===== config.mk =====
export PLATFORM = sky130hd
export DESIGN_NAME = ccr_counter_routing
export DESIGN_NICKNAME = d
export VERILOG_FILES = /design/src/design/ccr_pkg.sv /design/src/design/ccr_counter_routing.sv /design/src/design/ccr_down_counter.sv
export SDC_FILE = /design/constraint.sdc
export NUM_CORES = 1
export LEC_CHECK = 0
export BUFFER_PORTS_ARGS = -buffer_cell sky130_fd_sc_hd__buf_2
export CORE_AREA = 2 2 118 120
export CTS_BUF_LIST = sky130_fd_sc_hd__clkbuf_16
export DETAILED_ROUTE_END_ITERATION = 8
export DIE_AREA = 0 0 120 122
export PLACE_DENSITY_LB_ADDON = 0.1
export SLEW_MARGIN = 20
export SYNTH_ARGS = -nofsm -noshare
export SYNTH_HDL_FRONTEND = slang
export SYNTH_SLANG_ARGS = --single-unit

===== constraint.sdc =====
create_clock -name i_sys_clk -period 2.4 [get_ports i_sys_clk]
set_input_delay 0.12 -clock i_sys_clk [delete_from_list [all_inputs] [get_ports i_sys_clk]]
set_output_delay 0.12 -clock i_sys_clk [all_outputs]
set_load 0.01 [all_outputs]

===== src/design/ccr_pkg.sv =====
package ccr_pkg;

  ////////////////////////////////////////////////////////////////////////////
  // System clock
  localparam int unsigned SYS_CLK_HZ = 250_000_000;

  ////////////////////////////////////////////////////////////////////////////
  // Internal time base rates, in hertz
  localparam int unsigned TB_HZ_100K = 100_000;
  localparam int unsigned TB_HZ_10K  = 10_000;
  localparam int unsigned TB_HZ_1K   = 1_000;
  localparam int unsigned TB_HZ_100  = 100;

  // Cycles of the system clock per time base period
  localparam int unsigned TB_DIV_100K = SYS_CLK_HZ / TB_HZ_100K;
  localparam int unsigned TB_DIV_10K  = SYS_CLK_HZ / TB_HZ_10K;
  localparam int unsigned TB_DIV_1K   = SYS_CLK_HZ / TB_HZ_1K;
  localparam int unsigned TB_DIV_100  = SYS_CLK_HZ / TB_HZ_100;

  localparam int unsigned TB_CNT_W = 24;

  ////////////////////////////////////////////////////////////////////////////
  // Time base select encoding {high, low}
  typedef enum logic [1:0] {
    CCR_TB_100K = 2'h0,
    CCR_TB_10K  = 2'h1,
    CCR_TB_1K   = 2'h2,
    CCR_TB_100  = 2'h3
  } ccr_tb_sel_t;

  ////////////////////////////////////////////////////////////////////////////
  // Counter core
  localparam int unsigned CNT_W = 16;
  localparam logic [15:0] CNT_MIN_LOAD  = 16'h0002;
  localparam logic [15:0] CNT_RST_VALUE = 16'hffff;
  localparam logic [15:0] CNT_ONE       = 16'h0001;

  // Select bit meanings
  localparam logic CLK_SEL_INTERNAL = 1'b0;
  localparam logic GATE_SEL_SOFT    = 1'b0;

  // Reset values of control state
  localparam logic [23:0] TB_CNT_RST = 24'h000000;

endpackage : ccr_pkg


===== src/design/ccr_counter_routing.sv =====
`timescale 1ns/100ps
// Summary of operation
// - Counter one clock: time base or input one
// - Counter two clock: time base or input three
// - Time base select: 100k, 10k, 1k, 100 Hz
// - Counters advance only while gate enabled
// - Counter one gate: software bit or input zero
// - Counter two gate: software bit or input two
// - Counter one output optionally drives output two
// - Counter two output optionally drives output three
// - Flag reads one when interrupt pending
// - Writing one clears flag, zero ignored
// - Interrupt only when enable set, reset disabled
// - Cascade bit joins counters into 32 bits
// - Two independent 16-bit down counters
// - Load values accepted from 2 to 65535
// - Control written, status read back
module ccr_counter_routing
#(
  parameter int unsigned TB_DIV_100K = ccr_pkg::TB_DIV_100K,
  parameter int unsigned TB_DIV_10K  = ccr_pkg::TB_DIV_10K,
  parameter int unsigned TB_DIV_1K   = ccr_pkg::TB_DIV_1K,
  parameter int unsigned TB_DIV_100  = ccr_pkg::TB_DIV_100
)
(
  input  wire logic        i_sys_clk,
  input  wire logic        i_arst_n,
  input  wire logic        i_first_counter_clock_select,
  input  wire logic        i_second_counter_clock_select,
  input  wire logic        i_timebase_select_low,
  input  wire logic        i_timebase_select_high,
  input  wire logic        i_first_counter_gate_select,
  input  wire logic        i_second_counter_gate_select,
  input  wire logic        i_first_counter_software_gate,
  input  wire logic        i_second_counter_software_gate,
  input  wire logic        i_first_counter_output_route,
  input  wire logic        i_second_counter_output_route,
  input  wire logic        i_first_counter_irq_enable,
  input  wire logic        i_second_counter_irq_enable,
  input  wire logic        i_cascade_enable,
  input  wire logic        i_first_counter_irq_clear,
  input  wire logic        i_second_counter_irq_clear,
  input  wire logic        i_first_counter_load,
  input  wire logic [15:0] i_first_counter_load_value,
  input  wire logic        i_second_counter_load,
  input  wire logic [15:0] i_second_counter_load_value,
  input  wire logic        i_iso_input_zero,
  input  wire logic        i_iso_input_one,
  input  wire logic        i_iso_input_two,
  input  wire logic        i_iso_input_three,
  output logic             o_iso_output_two,
  output logic             o_iso_output_three,
  output logic             o_first_counter_output_status,
  output logic             o_second_counter_output_status,
  output logic             o_first_counter_irq_flag,
  output logic             o_second_counter_irq_flag,
  output logic             o_first_counter_irq,
  output logic             o_second_counter_irq,
  output logic      [15:0] o_first_counter_value,
  output logic      [15:0] o_second_counter_value
);

  localparam int unsigned TW = ccr_pkg::TB_CNT_W;

  ////////////////////////////////////////////////////////////////////////////
  // Time base divider
  ccr_pkg::ccr_tb_sel_t tb_sel;
  logic [TW-1:0]        tb_last;
  logic [TW-1:0]        tb_cnt_r;
  logic [TW-1:0]        tb_cnt_nxt;
  logic                 tb_tick_r;
  logic                 tb_tick_nxt;

  assign tb_sel = ccr_pkg::ccr_tb_sel_t'({i_timebase_select_high, i_timebase_select_low});

  always_comb
  begin
    case (tb_sel)
      ccr_pkg::CCR_TB_100K: tb_last = TW'(TB_DIV_100K - 1);
      ccr_pkg::CCR_TB_10K:  tb_last = TW'(TB_DIV_10K - 1);
      ccr_pkg::CCR_TB_1K:   tb_last = TW'(TB_DIV_1K - 1);
      ccr_pkg::CCR_TB_100:  tb_last = TW'(TB_DIV_100 - 1);
      default:              tb_last = TW'(TB_DIV_100K - 1);
    endcase
  end

  always_comb
  begin
    tb_tick_nxt = 1'b0;
    // A shortened period after a rate change restarts cleanly
    if (tb_cnt_r >= tb_last)
    begin
      tb_cnt_nxt  = ccr_pkg::TB_CNT_RST;
      tb_tick_nxt = 1'b1;
    end
    else
    begin
      tb_cnt_nxt = tb_cnt_r + TW'(1);
    end
  end

  always_ff @(posedge i_sys_clk or negedge i_arst_n)
  begin
    if (!i_arst_n)
    begin
      tb_cnt_r  <= ccr_pkg::TB_CNT_RST;
      tb_tick_r <= 1'b0;
    end
    else
    begin
      tb_cnt_r  <= tb_cnt_nxt;
      tb_tick_r <= tb_tick_nxt;
    end
  end

  ////////////////////////////////////////////////////////////////////////////
  // External clock edge detection
  logic ext1_d_r;
  logic ext3_d_r;
  logic ext1_rise;
  logic ext3_rise;

  always_ff @(posedge i_sys_clk or negedge i_arst_n)
  begin
    if (!i_arst_n)
    begin
      ext1_d_r <= 1'b0;
      ext3_d_r <= 1'b0;
    end
    else
    begin
      ext1_d_r <= i_iso_input_one;
      ext3_d_r <= i_iso_input_three;
    end
  end

  assign ext1_rise = i_iso_input_one && !ext1_d_r;
  assign ext3_rise = i_iso_input_three && !ext3_d_r;

  ////////////////////////////////////////////////////////////////////////////
  // Clock and gate routing
  logic c0_tick;
  logic c1_tick;
  logic c0_gate;
  logic c1_gate;
  logic c0_pulse;
  logic c1_pulse;

  always_comb
  begin
    if (i_first_counter_clock_select == ccr_pkg::CLK_SEL_INTERNAL)
    begin
      c0_tick = tb_tick_r;
    end
    else
    begin
      c0_tick = ext1_rise;
    end
    if (i_cascade_enable)
    begin
      c1_tick = c0_pulse;
    end
    else if (i_second_counter_clock_select == ccr_pkg::CLK_SEL_INTERNAL)
    begin
      c1_tick = tb_tick_r;
    end
    else
    begin
      c1_tick = ext3_rise;
    end
  end

  always_comb
  begin
    if (i_first_counter_gate_select == ccr_pkg::GATE_SEL_SOFT)
    begin
      c0_gate = i_first_counter_software_gate;
    end
    else
    begin
      c0_gate = i_iso_input_zero;
    end
    if (i_second_counter_gate_select == ccr_pkg::GATE_SEL_SOFT)
    begin
      c1_gate = i_second_counter_software_gate;
    end
    else
    begin
      c1_gate = i_iso_input_two;
    end
  end

  ////////////////////////////////////////////////////////////////////////////
  // Counter cores
  logic [15:0] c0_count;
  logic [15:0] c1_count;

  ccr_down_counter u_first_counter
  (
    .i_sys_clk    (i_sys_clk),
    .i_arst_n     (i_arst_n),
    .i_tick       (c0_tick),
    .i_gate       (c0_gate),
    .i_load       (i_first_counter_load),
    .i_load_value (i_first_counter_load_value),
    .o_count      (c0_count),
    .o_pulse      (c0_pulse)
  );

  ccr_down_counter u_second_counter
  (
    .i_sys_clk    (i_sys_clk),
    .i_arst_n     (i_arst_n),
    .i_tick       (c1_tick),
    .i_gate       (c1_gate),
    .i_load       (i_second_counter_load),
    .i_load_value (i_second_counter_load_value),
    .o_count      (c1_count),
    .o_pulse      (c1_pulse)
  );

  ////////////////////////////////////////////////////////////////////////////
  // Output routing, interrupt flags and status
  logic        c0_irq_out;
  logic        stat0_r;
  logic        stat0_nxt;
  logic        stat1_r;
  logic        stat1_nxt;
  logic        do2_r;
  logic        do2_nxt;
  logic        do3_r;
  logic        do3_nxt;
  logic        flag0_r;
  logic        flag0_nxt;
  logic        flag1_r;
  logic        flag1_nxt;
  logic        irq0_r;
  logic        irq0_nxt;
  logic        irq1_r;
  logic        irq1_nxt;
  logic [15:0] val0_r;
  logic [15:0] val1_r;

  // In cascade mode only the combined terminal event raises an interrupt
  assign c0_irq_out = c0_pulse && !i_cascade_enable;

  always_comb
  begin
    stat0_nxt = c0_pulse;
    stat1_nxt = c1_pulse;
    do2_nxt   = c0_pulse && i_first_counter_output_route;
    do3_nxt   = c1_pulse && i_second_counter_output_route;
    // Set wins over a clear in the same cycle
    flag0_nxt = flag0_r;
    if (i_first_counter_irq_clear)
    begin
      flag0_nxt = 1'b0;
    end
    if (c0_irq_out && i_first_counter_irq_enable)
    begin
      flag0_nxt = 1'b1;
    end
    flag1_nxt = flag1_r;
    if (i_second_counter_irq_clear)
    begin
      flag1_nxt = 1'b0;
    end
    if (c1_pulse && i_second_counter_irq_enable)
    begin
      flag1_nxt = 1'b1;
    end
    irq0_nxt = flag0_nxt && i_first_counter_irq_enable;
    irq1_nxt = flag1_nxt && i_second_counter_irq_enable;
  end

  always_ff @(posedge i_sys_clk or negedge i_arst_n)
  begin
    if (!i_arst_n)
    begin
      stat0_r <= 1'b0;
      stat1_r <= 1'b0;
      do2_r   <= 1'b0;
      do3_r   <= 1'b0;
      flag0_r <= 1'b0;
      flag1_r <= 1'b0;
      irq0_r  <= 1'b0;
      irq1_r  <= 1'b0;
      val0_r  <= ccr_pkg::CNT_RST_VALUE;
      val1_r  <= ccr_pkg::CNT_RST_VALUE;
    end
    else
    begin
      stat0_r <= stat0_nxt;
      stat1_r <= stat1_nxt;
      do2_r   <= do2_nxt;
      do3_r   <= do3_nxt;
      flag0_r <= flag0_nxt;
      flag1_r <= flag1_nxt;
      irq0_r  <= irq0_nxt;
      irq1_r  <= irq1_nxt;
      val0_r  <= c0_count;
      val1_r  <= c1_count;
    end
  end

  assign o_first_counter_output_status  = stat0_r;
  assign o_second_counter_output_status = stat1_r;
  assign o_iso_output_two               = do2_r;
  assign o_iso_output_three             = do3_r;
  assign o_first_counter_irq_flag       = flag0_r;
  assign o_second_counter_irq_flag      = flag1_r;
  assign o_first_counter_irq            = irq0_r;
  assign o_second_counter_irq           = irq1_r;
  assign o_first_counter_value          = val0_r;
  assign o_second_counter_value         = val1_r;

endmodule : ccr_counter_routing


===== src/design/ccr_down_counter.sv =====
`timescale 1ns/100ps
module ccr_down_counter
(
  input  wire logic        i_sys_clk,
  input  wire logic        i_arst_n,
  input  wire logic        i_tick,
  input  wire logic        i_gate,
  input  wire logic        i_load,
  input  wire logic [15:0] i_load_value,
  output logic      [15:0] o_count,
  output logic             o_pulse
);

  logic [15:0] reload_r;
  logic [15:0] reload_nxt;
  logic [15:0] count_r;
  logic [15:0] count_nxt;
  logic        pulse_r;
  logic        pulse_nxt;

  ////////////////////////////////////////////////////////////////////////////
  // Count, reload and terminal pulse
  always_comb
  begin
    reload_nxt = reload_r;
    count_nxt  = count_r;
    pulse_nxt  = 1'b0;
    if (i_load)
    begin
      // Values below the minimum are raised to it
      if (i_load_value < ccr_pkg::CNT_MIN_LOAD)
      begin
        reload_nxt = ccr_pkg::CNT_MIN_LOAD;
      end
      else
      begin
        reload_nxt = i_load_value;
      end
      count_nxt = reload_nxt;
    end
    else if (i_tick && i_gate)
    begin
      if (count_r <= ccr_pkg::CNT_ONE)
      begin
        count_nxt = reload_r;
        pulse_nxt = 1'b1;
      end
      else
      begin
        count_nxt = count_r - ccr_pkg::CNT_ONE;
      end
    end
  end

  always_ff @(posedge i_sys_clk or negedge i_arst_n)
  begin
    if (!i_arst_n)
    begin
      reload_r <= ccr_pkg::CNT_RST_VALUE;
      count_r  <= ccr_pkg::CNT_RST_VALUE;
      pulse_r  <= 1'b0;
    end
    else
    begin
      reload_r <= reload_nxt;
      count_r  <= count_nxt;
      pulse_r  <= pulse_nxt;
    end
  end

  assign o_count = count_r;
  assign o_pulse = pulse_r;

endmodule : ccr_down_counter


* After elaboration in Yosys (flattened, before gate mapping)
Cells that the tools add are included.
Widths: inputs -> output; s select.
** Cells by class
- Reduce and logical (&&, ||, !) cells :: 17
- Add/sub/neg operators :: 3
- $lt $le $gt $ge :: 5
- Eq/ne operators :: 3
- Multiplexer cells :: 26
** Operators by type and width (count)
- $mux 16 :: 8
- $pmux 24 s4 :: 1
- $le 16x1->1 const B :: 2
- $lt 16x2->1 const B :: 2
- $sub 16x1->16 const B :: 2
- $add 24x1->24 const B :: 1
- $ge 24x24->1 :: 1
- $mux 24 :: 1
- $mux 1 :: 16
- $logic_and 1x1->1 :: 11
- $eq 2x2->1 const B :: 2
- $reduce_bool 2->1 :: 2
- $logic_not 1->1 :: 3
- $eq 2x1->1 const B :: 1
- $logic_not 2->1 :: 1
** Storage, ports and cells
- Output and inout bits :: 40
- Word-level logic and storage cells :: 74
- Input port bits :: 55
- Flip-flop bits (word level) :: 133

* Logic depth before layout (Yosys ltp)
Gate-level depths: netlist (run 1).
- Depth after elaboration :: 7
- Mapped depth :: 10
- Mapped depth without buffers :: 9

* Hierarchy
From an unflattened synthesis (run 1), not the netlist that was laid out.
** Second synthesis, totals
- Cells, all modules :: 642
- Area total of the unflattened synthesis :: 6932.9 um^2
** By module, submodules not included
- ccr_down_counter :: area an instance 1998.2 um^2, cells an instance 207, instances 2, seq. area each 865.8 um^2
- ccr_counter_routing :: area an instance 2936.6 um^2, cells an instance 228, instances 1, seq. area each 1716.6 um^2

* Worst setup path after synthesis (run 1)
OpenSTA, ideal clock, no wires.
- Path kind :: register -> register
- Start :: register tb_cnt_r[11]
- End :: register tb_cnt_r[16]
- Setup slack :: 226 ps
- Arrival :: 2050 ps
- Clock period less this slack :: 2174 ps
- Stages on the path, launching flop included :: 8
- Buffers on the path :: 1
- Data required time :: 2276 ps
- Setup time :: 124 ps
- Cells stage by stage :: dfrtp_1 ha_1 nand4b_1 nor4b_1 nand3_1 a2111oi_1 buf_2 nor3b_1
** On the way
- Cells in the longest elaborated chain, start to end :: 2
- Elaborated cells on any way between the ends :: 3
- Those cells by class :: 1 x add/sub; 1 x order compare; 1 x mux
** RTL lines
- start, declared :: RTL line ccr_counter_routing.sv:69 : logic [TW-1:0] tb_cnt_r;
- start signal, assigned :: RTL line ccr_counter_routing.sv:106 : tb_cnt_r <= ccr_pkg::TB_CNT_RST;
- start signal, assigned :: RTL line ccr_counter_routing.sv:111 : tb_cnt_r <= tb_cnt_nxt;
- $add 24x1->24 / $ge 24x24->1 (equally long branches) :: RTL line ccr_counter_routing.sv:98, ccr_counter_routing.sv:91
- $mux 24 (*) :: RTL line ccr_counter_routing.sv:91 : if (tb_cnt_r >= tb_last)
- via tb_cnt_nxt[16] :: RTL line ccr_counter_routing.sv:70 : logic [TW-1:0] tb_cnt_nxt;
Mark *: on every way through the listed nets, which the timed path passes. The rest lies on a longest branch.
A chain may end at the register's enable or synchronous reset.

* Final worst setup path (run 1)
- Start :: register u_first_counter.count_r[12], in the netlist u_first_counter.o_count[12]
- End :: register u_first_counter.count_r[1], in the netlist u_first_counter.o_count[1]
** On the way
- Cells in the longest elaborated chain, start to end :: 4
** RTL lines
- start, declared :: RTL line ccr_down_counter.sv:16 : logic [15:0] count_r;
- start signal, assigned :: RTL line ccr_down_counter.sv:60 : count_r <= ccr_pkg::CNT_RST_VALUE;
- start signal, assigned :: RTL line ccr_down_counter.sv:66 : count_r <= count_nxt;
- $le 16x1->1 :: RTL line ccr_down_counter.sv:43 : if (count_r <= ccr_pkg::CNT_ONE)
- $mux 16 :: RTL line ccr_down_counter.sv:43
- $mux 16 :: RTL line ccr_down_counter.sv:41 : else if (i_tick && i_gate)
- $mux 16 :: RTL line ccr_down_counter.sv:28 : if (i_load)
Every way passes these cells. The select of a mux whose other input is x is not followed.

==> impl_metrics.prom, run 1 <==
# TYPE chip_impl_metric gauge
chip_impl_metric{name="worst_slack_after_detailed_placement",unit="ps"} -75.1
chip_impl_info{name="root_buffer_cell",value="clkbuf_16"} 1
chip_impl_metric{name="finalSetupViolCount",unit=""} 0
chip_impl_metric{name="dieArea",unit="mm2"} 0.0146
chip_impl_metric{name="initial_core_util",unit=""} 0.484
chip_impl_info{name="setup.worst_path.start_class",value="flop"} 1
chip_impl_metric{name="power.ir.vdd_worst",unit="V"} 0.000480
chip_impl_metric{name="worst_clock_skew",unit="ps"} 8.46
chip_impl_metric{name="synthCells",unit=""} 607
chip_impl_metric{name="detail-route-antenna-nets",unit=""} 0
chip_impl_metric{name="timing.critical_path.required",unit="ps"} 2720
chip_impl_metric{name="route.vias.total",unit=""} 5127
chip_impl_metric{name="fin_crit",unit="ps"} 2260
chip_impl_metric{name="die_width",unit="um"} 120
chip_impl_metric{name="core_area",unit="mm2"} 0.0135
chip_impl_metric{name="core.rowCount",unit=""} 43
chip_impl_metric{name="slew_viol_final",unit=""} 0
chip_impl_metric{name="globalRouteOverflowTotal",unit=""} 0
chip_impl_info{name="netlist_top_cells_count",value="dfstp_2, nor2_1, nand2_1"} 1
chip_impl_metric{name="cts.htree.levels",unit=""} 4
chip_impl_metric{name="placement.io_buffers",unit=""} 94
chip_impl_metric{name="mappedNetlistNets",unit=""} 688
chip_impl_info{name="rsz_0062_raised_after_global_routing",value="no"} 1
chip_impl_metric{name="timing.final.ws_setup",unit="ps"} 144
chip_impl_metric{name="finalHoldViolations",unit=""} 0
chip_impl_metric{name="postSynthRegisterBits",unit=""} 133
chip_impl_metric{name="synth_edf_count",unit=""} 0
chip_impl_metric{name="wl_per_cell",unit="um"} 15.8
chip_impl_metric{name="synth_sequential_area_ratio",unit=""} 0.528
chip_impl_metric{name="power_frac_comb",unit=""} 0.132
chip_impl_metric{name="cap_viol_max_count",unit=""} 0
chip_impl_metric{name="total_switching_power",unit="mW"} 1.57
chip_impl_info{name="netlist.top_cell.by_area",value="dfstp_2"} 1
chip_impl_metric{name="intPower",unit="mW"} 4.38
chip_impl_metric{name="first_iter_violations",unit=""} 365
chip_impl_metric{name="largest_net_degree_at_the_start_of_global_routing",unit=""} 51
chip_impl_metric{name="cpPeakStageDelay",unit="ps"} 560
chip_impl_metric{name="pin_count",unit=""} 95
chip_impl_metric{name="drt_wl_total",unit="um"} 15100
chip_impl_metric{name="clock-sinks",unit=""} 133
chip_impl_metric{name="route.detailed.drc",unit=""} 0
chip_impl_metric{name="clkPwrFrac",unit=""} 0.408
chip_impl_metric{name="finalWeightedCongestion",unit=""} 0.897
chip_impl_metric{name="hpwl",unit="um"} 10900
chip_impl_info{name="netlist_top_cells_area",value="dfstp_2, dfrtp_1, ha_1"} 1
chip_impl_metric{name="antennaDiodeCount",unit=""} 0
chip_impl_metric{name="total_power",unit="mW"} 5.95
chip_impl_metric{name="detailed_place.area",unit="mm2"} 0.00735
chip_impl_info{name="post-synth-top-count-cell",value="dfstp_2"} 1
chip_impl_metric{name="floorplan.die.height",unit="um"} 122
chip_impl_metric{name="grt_first_pass_wirelength",unit="um"} 25600
chip_impl_info{name="hp-class",value="in -> reg"} 1
chip_impl_metric{name="cts_made_buffers",unit=""} 17
chip_impl_info{name="crit_family",value="simple AND/OR/NAND/NOR gates"} 1
chip_impl_metric{name="postLayoutCellArea",unit="mm2"} 0.00831
chip_impl_info{name="outcome",value="complete, no violations"} 1
chip_impl_metric{name="period_share",unit=""} 0.940
chip_impl_metric{name="postSynth.asyncResetShare",unit=""} 1.00
chip_impl_metric{name="yosys_warnings",unit=""} 0
chip_impl_metric{name="slew-limit-headroom",unit=""} 0.492
chip_impl_metric{name="number_of_antenna_violations_at_the_first_check_in_global_routing",unit=""} 0
chip_impl_metric{name="power.static_leakage",unit="nW"} 3.64
chip_impl_info{name="cts_tree",value="yes"} 1
chip_impl_metric{name="yosysTopAreaCellShare",unit=""} 0.386
chip_impl_info{name="crit_chain",value="or4_4 -> or3_4 -> or2_1 -> and2_4 -> o311ai_2"} 1
chip_impl_metric{name="post_synth_num_cell_types",unit=""} 58
chip_impl_info{name="critical_path.slowest_cell",value="or4_4"} 1
chip_impl_metric{name="syn2layout_area_growth",unit="%"} 27.2
chip_impl_metric{name="critical_path_peak_fanout",unit=""} 9
chip_impl_metric{name="clkSlewWorstSetupHoldPaths",unit="ps"} 60
chip_impl_metric{name="grt_usage",unit=""} 0.221
chip_impl_info{name="ys.flop_type",value="dfstp_2"} 1
chip_impl_metric{name="synthesized_area",unit="mm2"} 0.00653
chip_impl_metric{name="post_synth.cell_area_avg",unit="um2"} 10.8
chip_impl_metric{name="critical_path_buf_inv_count",unit=""} 0
chip_impl_metric{name="post_drt_via_cell_ratio",unit=""} 5.37
chip_impl_metric{name="max_freq",unit="MHz"} 443
chip_impl_metric{name="switching_share",unit=""} 0.264
chip_impl_metric{name="final_layout_size_suffix_gt1_frac",unit=""} 0.355
chip_impl_metric{name="power_frac_seq",unit=""} 0.460
chip_impl_info{name="setup.worst_path.end_class",value="flop"} 1
chip_impl_metric{name="worst_slew_pin_slew",unit="ps"} 754
chip_impl_info{name="worstSetupPathType",value="reg -> reg"} 1
chip_impl_metric{name="design.final.nets",unit=""} 842
chip_impl_metric{name="detailedRoute.firstPassIterationCount",unit=""} 5
chip_impl_metric{name="cts_max_path_buffers",unit=""} 2
chip_impl_metric{name="clock_insertion_delay_worst_skew",unit="ps"} 410
chip_impl_metric{name="power.density_cell_area",unit="mW/mm2"} 716
chip_impl_metric{name="critical_path_arrival",unit="ps"} 2580
chip_impl_metric{name="first_global_vias",unit=""} 5254
chip_impl_metric{name="fillerInstances",unit=""} 1137
## placed cells by master (no fill, tap or decap), drive strengths merged, types with 17 or more instances in the layout
master and n:
a22oi 24, buf 117, clkbuf 17, dfrtp 37, dfstp 96, dlygate4sd3 39, ha 26, inv 38
mux2 21, nand2 42, nor2 51, nor3 21, nor4 17, o21ai 48, xnor2 28
## path summary, 6_finish.rpt
check / from / to / slack [ps] / depth (start not counted)
setup / recovery: u_first_counter.o_count[12] / u_first_counter.o_count[1] / 140 / 5
hold / removal: i_second_counter_load_value[14] / u_second_counter.reload_r[14] / 30 / 3
setup reg to reg: u_first_counter.o_count[12] / u_first_counter.o_count[1] / 140 / 5
hold reg to reg: u_second_counter.o_count[1] / o_second_counter_value[1] / 380 / 0
max in group asynchronous: i_arst_n / u_first_counter.reload_r[3] / 1380 / 3
min in group asynchronous: i_arst_n / ext1_d_r / 290 / 2
## power by group through the flow
| stage | clock network, mW | logic [mW] | registers, mW |
|---|---|---|---|
| 2_1_floorplan | 0 | 0.398 | 2.77 |
| 3_3_place_gp | 0 | 0.727 | 2.76 |
| 3_5_place_dp | 0 | 0.741 | 2.77 |
| 4_1_cts | 2.48 | 0.793 | 2.74 |
| 5_1_grt | 2.58 | 0.882 | 2.77 |
| 6_report | 2.43 | 0.787 | 2.74 |
## final cells by class
type / instances / area (um2) / share of cell area
Tap cell: 180 / 225 / 0.0271
Sequential cell: 133 / 3450 / 0.415
Inverter: 35 / 131 / 0.0158
Multi-Input combinational cell: 418 / 2870 / 0.346
Clock inverter: 15 / 130 / 0.0157
Timing Repair Buffer: 156 / 1070 / 0.129
Clock buffer: 17 / 425 / 0.0512
## registers in the layout (all words and copies together), names as in the netlist, 16 cells and up
register and flops:
tb_cnt_r 24, o_first_counter_value 16, u_second_counter.reload_r 16, u_first_counter.o_count 16, u_second_counter.o_count 16, o_second_counter_value 16, u_first_counter.reload_r 16
## logic make-up (layout without fill, tap and decap cells)
| logic type | after synthesis | in the layout | synth area share |
|---|---|---|---|
| adders and majority gates | 26 | 26 | 0.0498 |
| DFF | 133 | 133 | 0.528 |
| muxes | 35 | 35 | 0.0577 |
| xor gates and xnor gates | 44 | 44 | 0.0590 |
| other | 1 | 1 | 0.000574 |
| AOI/OAI and AO/OA | 111 | 111 | 0.113 |
| and+or+nand+nor | 201 | 201 | 0.158 |
| buffers and inverters | 56 | 223 | 0.0339 |
## per-stage QoR
stage	cells	setup TNS, ps	hold WS [ps]	util
2_1_floorplan	607	0	-176	-
3_3_place_gp	882	0	187	0.545
3_5_place_dp	882	-182	183	0.545
4_1_cts	953	0	1.12	0.615
5_1_grt	954	0	1.58	0.615
6_report	954	0	25.5	0.615
## layer usage
layer  global-route usage  up-vias  share of wire
met2                0.379      120           0.51
met1                0.272     2502           0.44
met4               0.0926        0          0.014
li1                     -     2478              -
met5                    0        -              0
met3               0.0459       27          0.036
## repair_timing
item                                    CTS  global route
setup buffers                             0             1
resized for setup                         0             1
endpoints found under the hold margin    66             0
hold buffers                             39             0
endpoints found under the setup margin    0             5
## worst register-to-register path: stages, from the launching register on
cell and delay [ps]:
dfstp_2 370, or4_4 560, or3_4 410, or2_1 360
and2_4 220, o311ai_2 250
Power figures use the tool's default switching activity.
==> run 2: changes to the inputs <==
==> constraint.sdc (replaced) <==
create_clock -name i_sys_clk -period 2.75 [get_ports i_sys_clk]
set_input_delay 0.1375 -clock i_sys_clk [delete_from_list [all_inputs] [get_ports i_sys_clk]]
set_output_delay 0.1375 -clock i_sys_clk [all_outputs]
set_load 0.01 [all_outputs]
==> run 2 against run 1 <==
  * Critical path depth grew 1
  * Hold slack lost 10 ps
  * Worst setup slack gained 270 ps
  * Die area is the same
  * Sequential power shrank 12%
  * Global-route usage shrank 0.95 points
  * First-iteration DRC count shrank 25%
  * Highest routed layer unchanged
  * Register-to-register slack gained 270 ps
==> impl_metrics.prom, run 2 (synthesized netlist as in run 1, its figures left out) <==
# TYPE chip_impl_metric gauge
chip_impl_metric{name="detailed_place.area",unit="mm2"} 0.00726
chip_impl_metric{name="cts_max_path_buffers",unit=""} 2
chip_impl_metric{name="tns",unit="ps"} 0
chip_impl_info{name="outcome",value="complete, no violations"} 1
chip_impl_metric{name="syn2layout_area_growth",unit="%"} 25.5
chip_impl_metric{name="core.rowCount",unit=""} 43
chip_impl_metric{name="critical_path_peak_fanout",unit=""} 11
chip_impl_metric{name="layoutNonFillerInstCount",unit=""} 937
chip_impl_info{name="setup.worst_path.end_class",value="flop"} 1
chip_impl_metric{name="post_drt_via_cell_ratio",unit=""} 5.40
chip_impl_info{name="cts_tree",value="yes"} 1
chip_impl_metric{name="wl_per_cell",unit="um"} 15.8
chip_impl_metric{name="cts.hold.buffers_added",unit=""} 32
chip_impl_metric{name="power.density_cell_area",unit="mW/mm2"} 657
chip_impl_metric{name="timing.final.ws_setup",unit="ps"} 418
chip_impl_metric{name="detail-route-antenna-nets",unit=""} 0
chip_impl_metric{name="core_area",unit="mm2"} 0.0135
chip_impl_metric{name="final_layout_size_suffix_gt1_frac",unit=""} 0.351
chip_impl_metric{name="period_share",unit=""} 0.848
chip_impl_metric{name="cts.htree.levels",unit=""} 4
chip_impl_metric{name="timing.critical_path.required",unit="ps"} 3080
chip_impl_metric{name="worst_slack_after_detailed_placement",unit="ps"} 331
chip_impl_metric{name="finalSetupViolCount",unit=""} 0
chip_impl_metric{name="pin_count",unit=""} 95
chip_impl_metric{name="dieArea",unit="mm2"} 0.0146
chip_impl_metric{name="postLayoutCoreUtil",unit=""} 0.607
chip_impl_metric{name="fillerInstances",unit=""} 1100
chip_impl_metric{name="cap_viol_max_count",unit=""} 0
chip_impl_metric{name="postLayoutCellArea",unit="mm2"} 0.00820
chip_impl_metric{name="die_width",unit="um"} 120
chip_impl_metric{name="place.detailed.instances",unit=""} 873
chip_impl_metric{name="grt_usage",unit=""} 0.211
chip_impl_info{name="setup.worst_path.start_class",value="flop"} 1
chip_impl_metric{name="first_global_vias",unit=""} 5045
chip_impl_info{name="top_register",value="tb_cnt_r"} 1
chip_impl_metric{name="post-cts-setup-buffers",unit=""} 0
chip_impl_metric{name="clock-sinks",unit=""} 133
chip_impl_metric{name="hpwl",unit="um"} 10200
chip_impl_metric{name="slew_viol_final",unit=""} 0
chip_impl_metric{name="antennaDiodeCount",unit=""} 0
chip_impl_info{name="mostFrequentLayoutCell",value="dfstp_2"} 1
chip_impl_metric{name="worst_slew_pin_slew",unit="ps"} 804
chip_impl_metric{name="worst-r2r-cell-count",unit=""} 6
chip_impl_metric{name="worst_hold_slack",unit="ps"} 15.4
chip_impl_metric{name="critical_path_arrival",unit="ps"} 2660
chip_impl_metric{name="finalHoldViolations",unit=""} 0
chip_impl_metric{name="regToRegSetupSlack",unit="ps"} 420
chip_impl_metric{name="largest_reg_flops",unit=""} 24
chip_impl_metric{name="fin_crit",unit="ps"} 2330
chip_impl_metric{name="clkSlewWorstSetupHoldPaths",unit="ps"} 50
chip_impl_metric{name="depth_of_the_worst_hold_timing_path",unit=""} 2
chip_impl_info{name="root_buffer_cell",value="clkbuf_16"} 1
chip_impl_metric{name="drt_wl_total",unit="um"} 14800
chip_impl_metric{name="first_iter_violations",unit=""} 272
chip_impl_info{name="worstSetupPathType",value="reg -> reg"} 1
chip_impl_metric{name="largest_net_degree_at_the_start_of_global_routing",unit=""} 60
chip_impl_info{name="rsz_0062_raised_after_global_routing",value="no"} 1
chip_impl_metric{name="floorplan.die.height",unit="um"} 122
chip_impl_metric{name="number_of_antenna_violations_at_the_first_check_in_global_routing",unit=""} 0
chip_impl_metric{name="max_freq",unit="MHz"} 429
chip_impl_metric{name="power.static_leakage",unit="nW"} 3.60
chip_impl_metric{name="route.vias.total",unit=""} 5062
chip_impl_info{name="reg2reg_to",value="u_first_counter.o_count[7]"} 1
chip_impl_metric{name="cts_made_buffers",unit=""} 17
chip_impl_metric{name="multi_input_area",unit="mm2"} 0.00288
chip_impl_metric{name="finalWeightedCongestion",unit=""} 0.866
chip_impl_metric{name="grt_first_pass_wirelength",unit="um"} 24300
chip_impl_metric{name="power.ir.vdd_worst",unit="V"} 0.000436
chip_impl_metric{name="placement.io_buffers",unit=""} 94
chip_impl_metric{name="route.detailed.drc",unit=""} 0
chip_impl_info{name="hold_start",value="i_first_counter_load_value[13]"} 1
chip_impl_metric{name="cts_repair_resize_count",unit=""} 0
chip_impl_metric{name="clock_insertion_delay_worst_skew",unit="ps"} 410
chip_impl_metric{name="slew-limit-headroom",unit=""} 0.458
chip_impl_info{name="critical_register_to_register_path_startpoint",value="u_first_counter.o_count[12]"} 1
chip_impl_metric{name="detailedRoute.firstPassIterationCount",unit=""} 7
chip_impl_info{name="hp-class",value="in -> reg"} 1
chip_impl_metric{name="regArea",unit="mm2"} 0.00345
chip_impl_metric{name="initial_core_util",unit=""} 0.484
chip_impl_metric{name="globalRouteOverflowTotal",unit=""} 0
chip_impl_metric{name="worst_clock_skew",unit="ps"} 8.85
chip_impl_info{name="timing.hold.worst_endpoint",value="u_first_counter.reload_r[13]"} 1
chip_impl_metric{name="total_power",unit="mW"} 5.39
chip_impl_info{name="layout.cells.most_common_list",value="dfstp_2, buf_2, nor2_1"} 1
chip_impl_metric{name="design.final.nets",unit=""} 825
run 2: cell count changes in the layout (fill, tap and decap cells not counted), sizes merged:
cell,delta
buf,-10
dlygate4sd3,-7
bufinv,+3
clkinvlp,-2
clkinv,-1
run 2: worst max path at each step:
stage                                      from                          to  slack (ps)  cells past startpoint
floorplan                 i_timebase_select_low                tb_cnt_r[16]         560                     10
global placement          i_timebase_select_low                tb_cnt_r[12]         450                     11
detailed placement        i_timebase_select_low                tb_cnt_r[18]         330                     11
CTS                 u_first_counter.o_count[12]  u_first_counter.o_count[7]         410                      6
global route         u_first_counter.o_count[0]  u_first_counter.o_count[7]         310                      8
finish              u_first_counter.o_count[12]  u_first_counter.o_count[7]         420                      6
run 2: worst max-delay path, stage by stage (launching register included):
cell and delay [ps]:
dfstp_2 400, or4_4 560, or3_4 400, or2_1 370
buf_4 240, mux2i_1 120, o21ai_0 160
run 2: where the power goes:
part           switching, mW  total (mW)  internal (mW)
Combinational          0.346       0.654          0.309
Clock                  0.826        2.33           1.51
Sequential             0.149        2.40           2.25
run 2: area by class of cell:
type / instances / share of cell area
multi-input combinational: 418 / 0.351
timing repair buffer: 139 / 0.110
tap: 180 / 0.0275
clock inverter: 15 / 0.0232
sequential: 133 / 0.421
inverter: 35 / 0.0160
clock buffer: 17 / 0.0519
run 2: layer usage:
layer	wire length, um	track usage
met1	6370	0.261
met2	7410	0.358
met3	692	0.0473
met4	320	0.0904
met5	0	0
==> run 3: changes to the inputs <==
--- a/config.mk
+++ b/config.mk
@@ -5,11 +5,12 @@
 export SDC_FILE = /design/constraint.sdc
 export NUM_CORES = 1
 export LEC_CHECK = 0
+export ABC_AREA = 1
 export BUFFER_PORTS_ARGS = -buffer_cell sky130_fd_sc_hd__buf_2
-export CORE_AREA = 2 2 118 120
+export CORE_AREA = 2 2 123 125
 export CTS_BUF_LIST = sky130_fd_sc_hd__clkbuf_16
 export DETAILED_ROUTE_END_ITERATION = 8
-export DIE_AREA = 0 0 120 122
+export DIE_AREA = 0 0 125 127
 export PLACE_DENSITY_LB_ADDON = 0.1
 export SLEW_MARGIN = 20
 export SYNTH_ARGS = -nofsm -noshare
==> constraint.sdc (replaced) <==
create_clock -name i_sys_clk -period 2.3 [get_ports i_sys_clk]
set_input_delay 0.115 -clock i_sys_clk [delete_from_list [all_inputs] [get_ports i_sys_clk]]
set_output_delay 0.115 -clock i_sys_clk [all_outputs]
set_load 0.01 [all_outputs]
==> run 3 against run 2 <==
  * Critical path depth up 4
  * Combinational power up 41%
  * Sequential cell count unchanged
  * Clock-buffer cell count up 1
  * Final area up 8.6%
  * Sequential share of layout area down 3.3 points
  * Global-route usage up 2.2 points
  * Core utilization up 1.0 points
  * Area after synthesis up 10%
  * Critical path type unchanged
  * Via count up 23%
  * Clock power up 17%
==> impl_metrics.prom, run 3 <==
# TYPE chip_impl_metric gauge
chip_impl_metric{name="postSynth.asyncResetShare",unit=""} 1.00
chip_impl_info{name="hp-class",value="in -> reg"} 1
chip_impl_metric{name="mappedNetlistNets",unit=""} 1000
chip_impl_metric{name="largest_net_degree_at_the_start_of_global_routing",unit=""} 56
chip_impl_metric{name="detail-route-antenna-nets",unit=""} 0
chip_impl_metric{name="die_width",unit="um"} 125
chip_impl_info{name="root_buffer_cell",value="clkbuf_16"} 1
chip_impl_metric{name="floorplan.die.height",unit="um"} 127
chip_impl_metric{name="clock-sinks",unit=""} 133
chip_impl_metric{name="regArea",unit="mm2"} 0.00345
chip_impl_info{name="netlist_top_cells_area",value="dfstp_2, nand2_1, dfrtp_1"} 1
chip_impl_metric{name="yosys_warnings",unit=""} 0
chip_impl_metric{name="placement.io_buffers",unit=""} 94
chip_impl_metric{name="slew-limit-headroom",unit=""} 0.650
chip_impl_metric{name="syn2layout_area_growth",unit="%"} 23.9
chip_impl_metric{name="dieArea",unit="mm2"} 0.0159
chip_impl_info{name="post-synth-top-count-cell",value="nand2_1"} 1
chip_impl_info{name="ys.flop_type",value="dfstp_2"} 1
chip_impl_metric{name="cpPeakStageDelay",unit="ps"} 600
chip_impl_metric{name="worst_hold_slack",unit="ps"} 22.9
chip_impl_metric{name="tns",unit="ps"} 0
chip_impl_metric{name="finalSetupViolCount",unit=""} 0
chip_impl_info{name="crit_family",value="simple AND/OR/NAND/NOR gates"} 1
chip_impl_info{name="rsz_0062_raised_after_global_routing",value="no"} 1
chip_impl_metric{name="power.ir.vdd_worst",unit="V"} 0.000533
chip_impl_metric{name="initial_core_util",unit=""} 0.498
chip_impl_info{name="setup.worst_path.end_class",value="flop"} 1
chip_impl_metric{name="synth_edf_count",unit=""} 0
chip_impl_metric{name="place.detailed.instances",unit=""} 1194
chip_impl_info{name="cts_tree",value="yes"} 1
chip_impl_info{name="critical_path.most_common_cell",value="nand3_1"} 1
chip_impl_metric{name="clock_insertion_delay_worst_skew",unit="ps"} 420
chip_impl_metric{name="fillerInstances",unit=""} 1278
chip_impl_metric{name="intPower",unit="mW"} 4.75
chip_impl_metric{name="power.density_cell_area",unit="mW/mm2"} 735
chip_impl_metric{name="cts_made_buffers",unit=""} 17
chip_impl_metric{name="core.rowCount",unit=""} 44
chip_impl_metric{name="pin_count",unit=""} 95
chip_impl_metric{name="power_frac_comb",unit=""} 0.140
chip_impl_metric{name="wl_per_cell",unit="um"} 13.6
chip_impl_metric{name="worst_clock_skew",unit="ps"} 8.67
chip_impl_metric{name="postSynthRegisterBits",unit=""} 133
chip_impl_metric{name="total_switching_power",unit="mW"} 1.79
chip_impl_info{name="netlist.top_cell.by_area",value="dfstp_2"} 1
chip_impl_metric{name="postLayoutCellArea",unit="mm2"} 0.00891
chip_impl_metric{name="post-cts-setup-buffers",unit=""} 0
chip_impl_metric{name="final_layout_size_suffix_gt1_frac",unit=""} 0.249
chip_impl_metric{name="number_of_antenna_violations_at_the_first_check_in_global_routing",unit=""} 0
chip_impl_metric{name="cts_max_path_buffers",unit=""} 2
chip_impl_metric{name="cap_viol_max_count",unit=""} 0
chip_impl_metric{name="route.vias.total",unit=""} 6209
chip_impl_metric{name="route.detailed.drc",unit=""} 0
chip_impl_metric{name="cts_repair_resize_count",unit=""} 0
chip_impl_metric{name="antennaDiodeCount",unit=""} 0
chip_impl_metric{name="critical_path_buf_inv_count",unit=""} 3
chip_impl_metric{name="critical_path_arrival",unit="ps"} 2240
chip_impl_metric{name="design.final.nets",unit=""} 1150
chip_impl_metric{name="drt_wl_total",unit="um"} 17300
chip_impl_info{name="layout.cells.most_common_list",value="nand2_1, nor2_1, inv_1"} 1
chip_impl_info{name="netlist_top_cells_count",value="nand2_1, nor2_1, inv_1"} 1
chip_impl_metric{name="max_freq",unit="MHz"} 532
chip_impl_info{name="setup.worst_path.start_class",value="flop"} 1
chip_impl_metric{name="synthesized_area",unit="mm2"} 0.00719
chip_impl_metric{name="post_synth.cell_area_avg",unit="um2"} 7.82
chip_impl_metric{name="multi_input_area",unit="mm2"} 0.00324
chip_impl_metric{name="timing.critical_path.required",unit="ps"} 2660
chip_impl_metric{name="slew_viol_final",unit=""} 0
chip_impl_info{name="outcome",value="complete, no violations"} 1
chip_impl_metric{name="layoutNonFillerInstCount",unit=""} 1266
chip_impl_metric{name="clkPwrFrac",unit=""} 0.416
chip_impl_metric{name="cts.htree.levels",unit=""} 4
chip_impl_metric{name="synthCells",unit=""} 919
chip_impl_metric{name="first_iter_violations",unit=""} 399
chip_impl_info{name="mostFrequentLayoutCell",value="nand2_1"} 1
chip_impl_metric{name="post_synth_num_cell_types",unit=""} 36
chip_impl_metric{name="detailedRoute.firstPassIterationCount",unit=""} 5
chip_impl_metric{name="worst_slack_after_detailed_placement",unit="ps"} 335
chip_impl_metric{name="yosysTopAreaCellShare",unit=""} 0.351
chip_impl_metric{name="cts.hold.buffers_added",unit=""} 40
chip_impl_metric{name="finalWeightedCongestion",unit=""} 0.907
chip_impl_metric{name="post_drt_via_cell_ratio",unit=""} 4.90
chip_impl_info{name="top_register",value="tb_cnt_r"} 1
chip_impl_metric{name="hpwl",unit="um"} 12300
chip_impl_info{name="crit_chain",value="inv_1 -> ha_1 -> nand3_1 -> nand2_1 -> nand2_2 -> buf_4 -> inv_1 -> nand2_1 -> nand3_1 -> nand3_1"} 1
chip_impl_metric{name="globalRouteOverflowTotal",unit=""} 0
chip_impl_metric{name="grt_usage",unit=""} 0.233
chip_impl_metric{name="fin_crit",unit="ps"} 1880
chip_impl_metric{name="grt_first_pass_wirelength",unit="um"} 29600
chip_impl_metric{name="core_area",unit="mm2"} 0.0144
chip_impl_info{name="worstSetupPathType",value="reg -> reg"} 1
chip_impl_metric{name="detailed_place.area",unit="mm2"} 0.00791
chip_impl_metric{name="switching_share",unit=""} 0.274
chip_impl_metric{name="first_global_vias",unit=""} 6145
chip_impl_metric{name="finalHoldViolations",unit=""} 0
chip_impl_metric{name="period_share",unit=""} 0.818
chip_impl_metric{name="timing.final.ws_setup",unit="ps"} 419
chip_impl_metric{name="worst_slew_pin_slew",unit="ps"} 525
chip_impl_metric{name="synth_sequential_area_ratio",unit=""} 0.480
chip_impl_metric{name="critical_path_peak_fanout",unit=""} 14
chip_impl_metric{name="clkSlewWorstSetupHoldPaths",unit="ps"} 60
chip_impl_metric{name="largest_reg_flops",unit=""} 24
chip_impl_info{name="critical_path.slowest_cell",value="dfstp_2"} 1
chip_impl_metric{name="power_frac_seq",unit=""} 0.443
chip_impl_metric{name="power.static_leakage",unit="nW"} 4.36
-- run 3: cell types whose count changed in the layout (fill, tap and decap cells not counted), moves of 14 or more --
cell     delta
nor3_1     -16
nand3_1    +50
a21oi_1    +27
nor2_1     +86
nor4_1     -16
mux2i_1    -14
inv_1      +68
a22oi_1    -24
xnor2_1    -21
nand2_1   +235
mux2_2     -21
-- run 3: final timing paths --
kind,start,endpoint,slack (ps),depth (start not counted)
setup / recovery,u_first_counter.o_count[0],u_first_counter.o_count[7],420,10
hold / removal,i_cascade_enable,o_first_counter_irq_flag,20,4
setup reg to reg,u_first_counter.o_count[0],u_first_counter.o_count[7],420,10
hold reg to reg,u_first_counter.o_count[1],o_first_counter_value[1],380,0
max in group asynchronous,i_arst_n,o_second_counter_value[2],1270,3
min in group asynchronous,i_arst_n,tb_cnt_r[9],230,2
-- run 3: cells by family (layout without fill, tap and decap cells) --
kind of cell             Yosys count  in the layout  share of synthesized area
XOR/XNOR                          23             23                     0.0280
flip-flops                       133            133                      0.480
AND/OR/NAND/NOR                  520            520                      0.306
other                              1              1                   0.000522
buffers and inverters            124            287                     0.0698
AO/OA/AOI/OAI                     92             92                     0.0710
adder cells (fa/ha/maj)           26             26                     0.0452
-- run 3: power by group through the flow --
stage / Sequential, mW / Combinational [mW] / Clock, mW
5_1_grt: 2.93 / 1.05 / 2.91
6_report: 2.90 / 0.919 / 2.72
3_3_place_gp: 2.93 / 0.864 / 0
2_1_floorplan: 2.92 / 0.514 / 0
4_1_cts: 2.90 / 0.924 / 2.77
3_5_place_dp: 2.93 / 0.871 / 0
-- run 3: area by class of cell --
| type | instances | area share |
|---|---|---|
| well taps | 184 | 0.0258 |
| repair buffers | 146 | 0.110 |
| clock inverters | 14 | 0.0169 |
| inverters | 109 | 0.0459 |
| clock buffers | 18 | 0.0506 |
| flip-flops and latches | 133 | 0.387 |
| multi-input cells | 662 | 0.364 |
-- run 3: stage by stage --
stage | util | power (mW)
5_1_grt | 0.618 | 6.90
3_3_place_gp | 0.548 | 3.80
4_1_cts | 0.618 | 6.60
6_report | 0.618 | 6.54
3_5_place_dp | 0.548 | 3.80
2_1_floorplan | - | 3.44
-- run 3: worst reg2reg max path, delay by kind of cell, from the launching register on --
kind          cells  cell delay [ps]
simple gates      6              640
flops             1              600
buf+inv           3              350
fa+ha+maj         1              230
-- run 3: metal layers --
metal / track usage / up-vias / part of all wire
met5: 0 / - / 0
met4: 0.0745 / 0 / 0.017
met3: 0.0582 / 19 / 0.042
met2: 0.394 / 138 / 0.48
met1: 0.296 / 2869 / 0.46
li1: - / 3183 / -
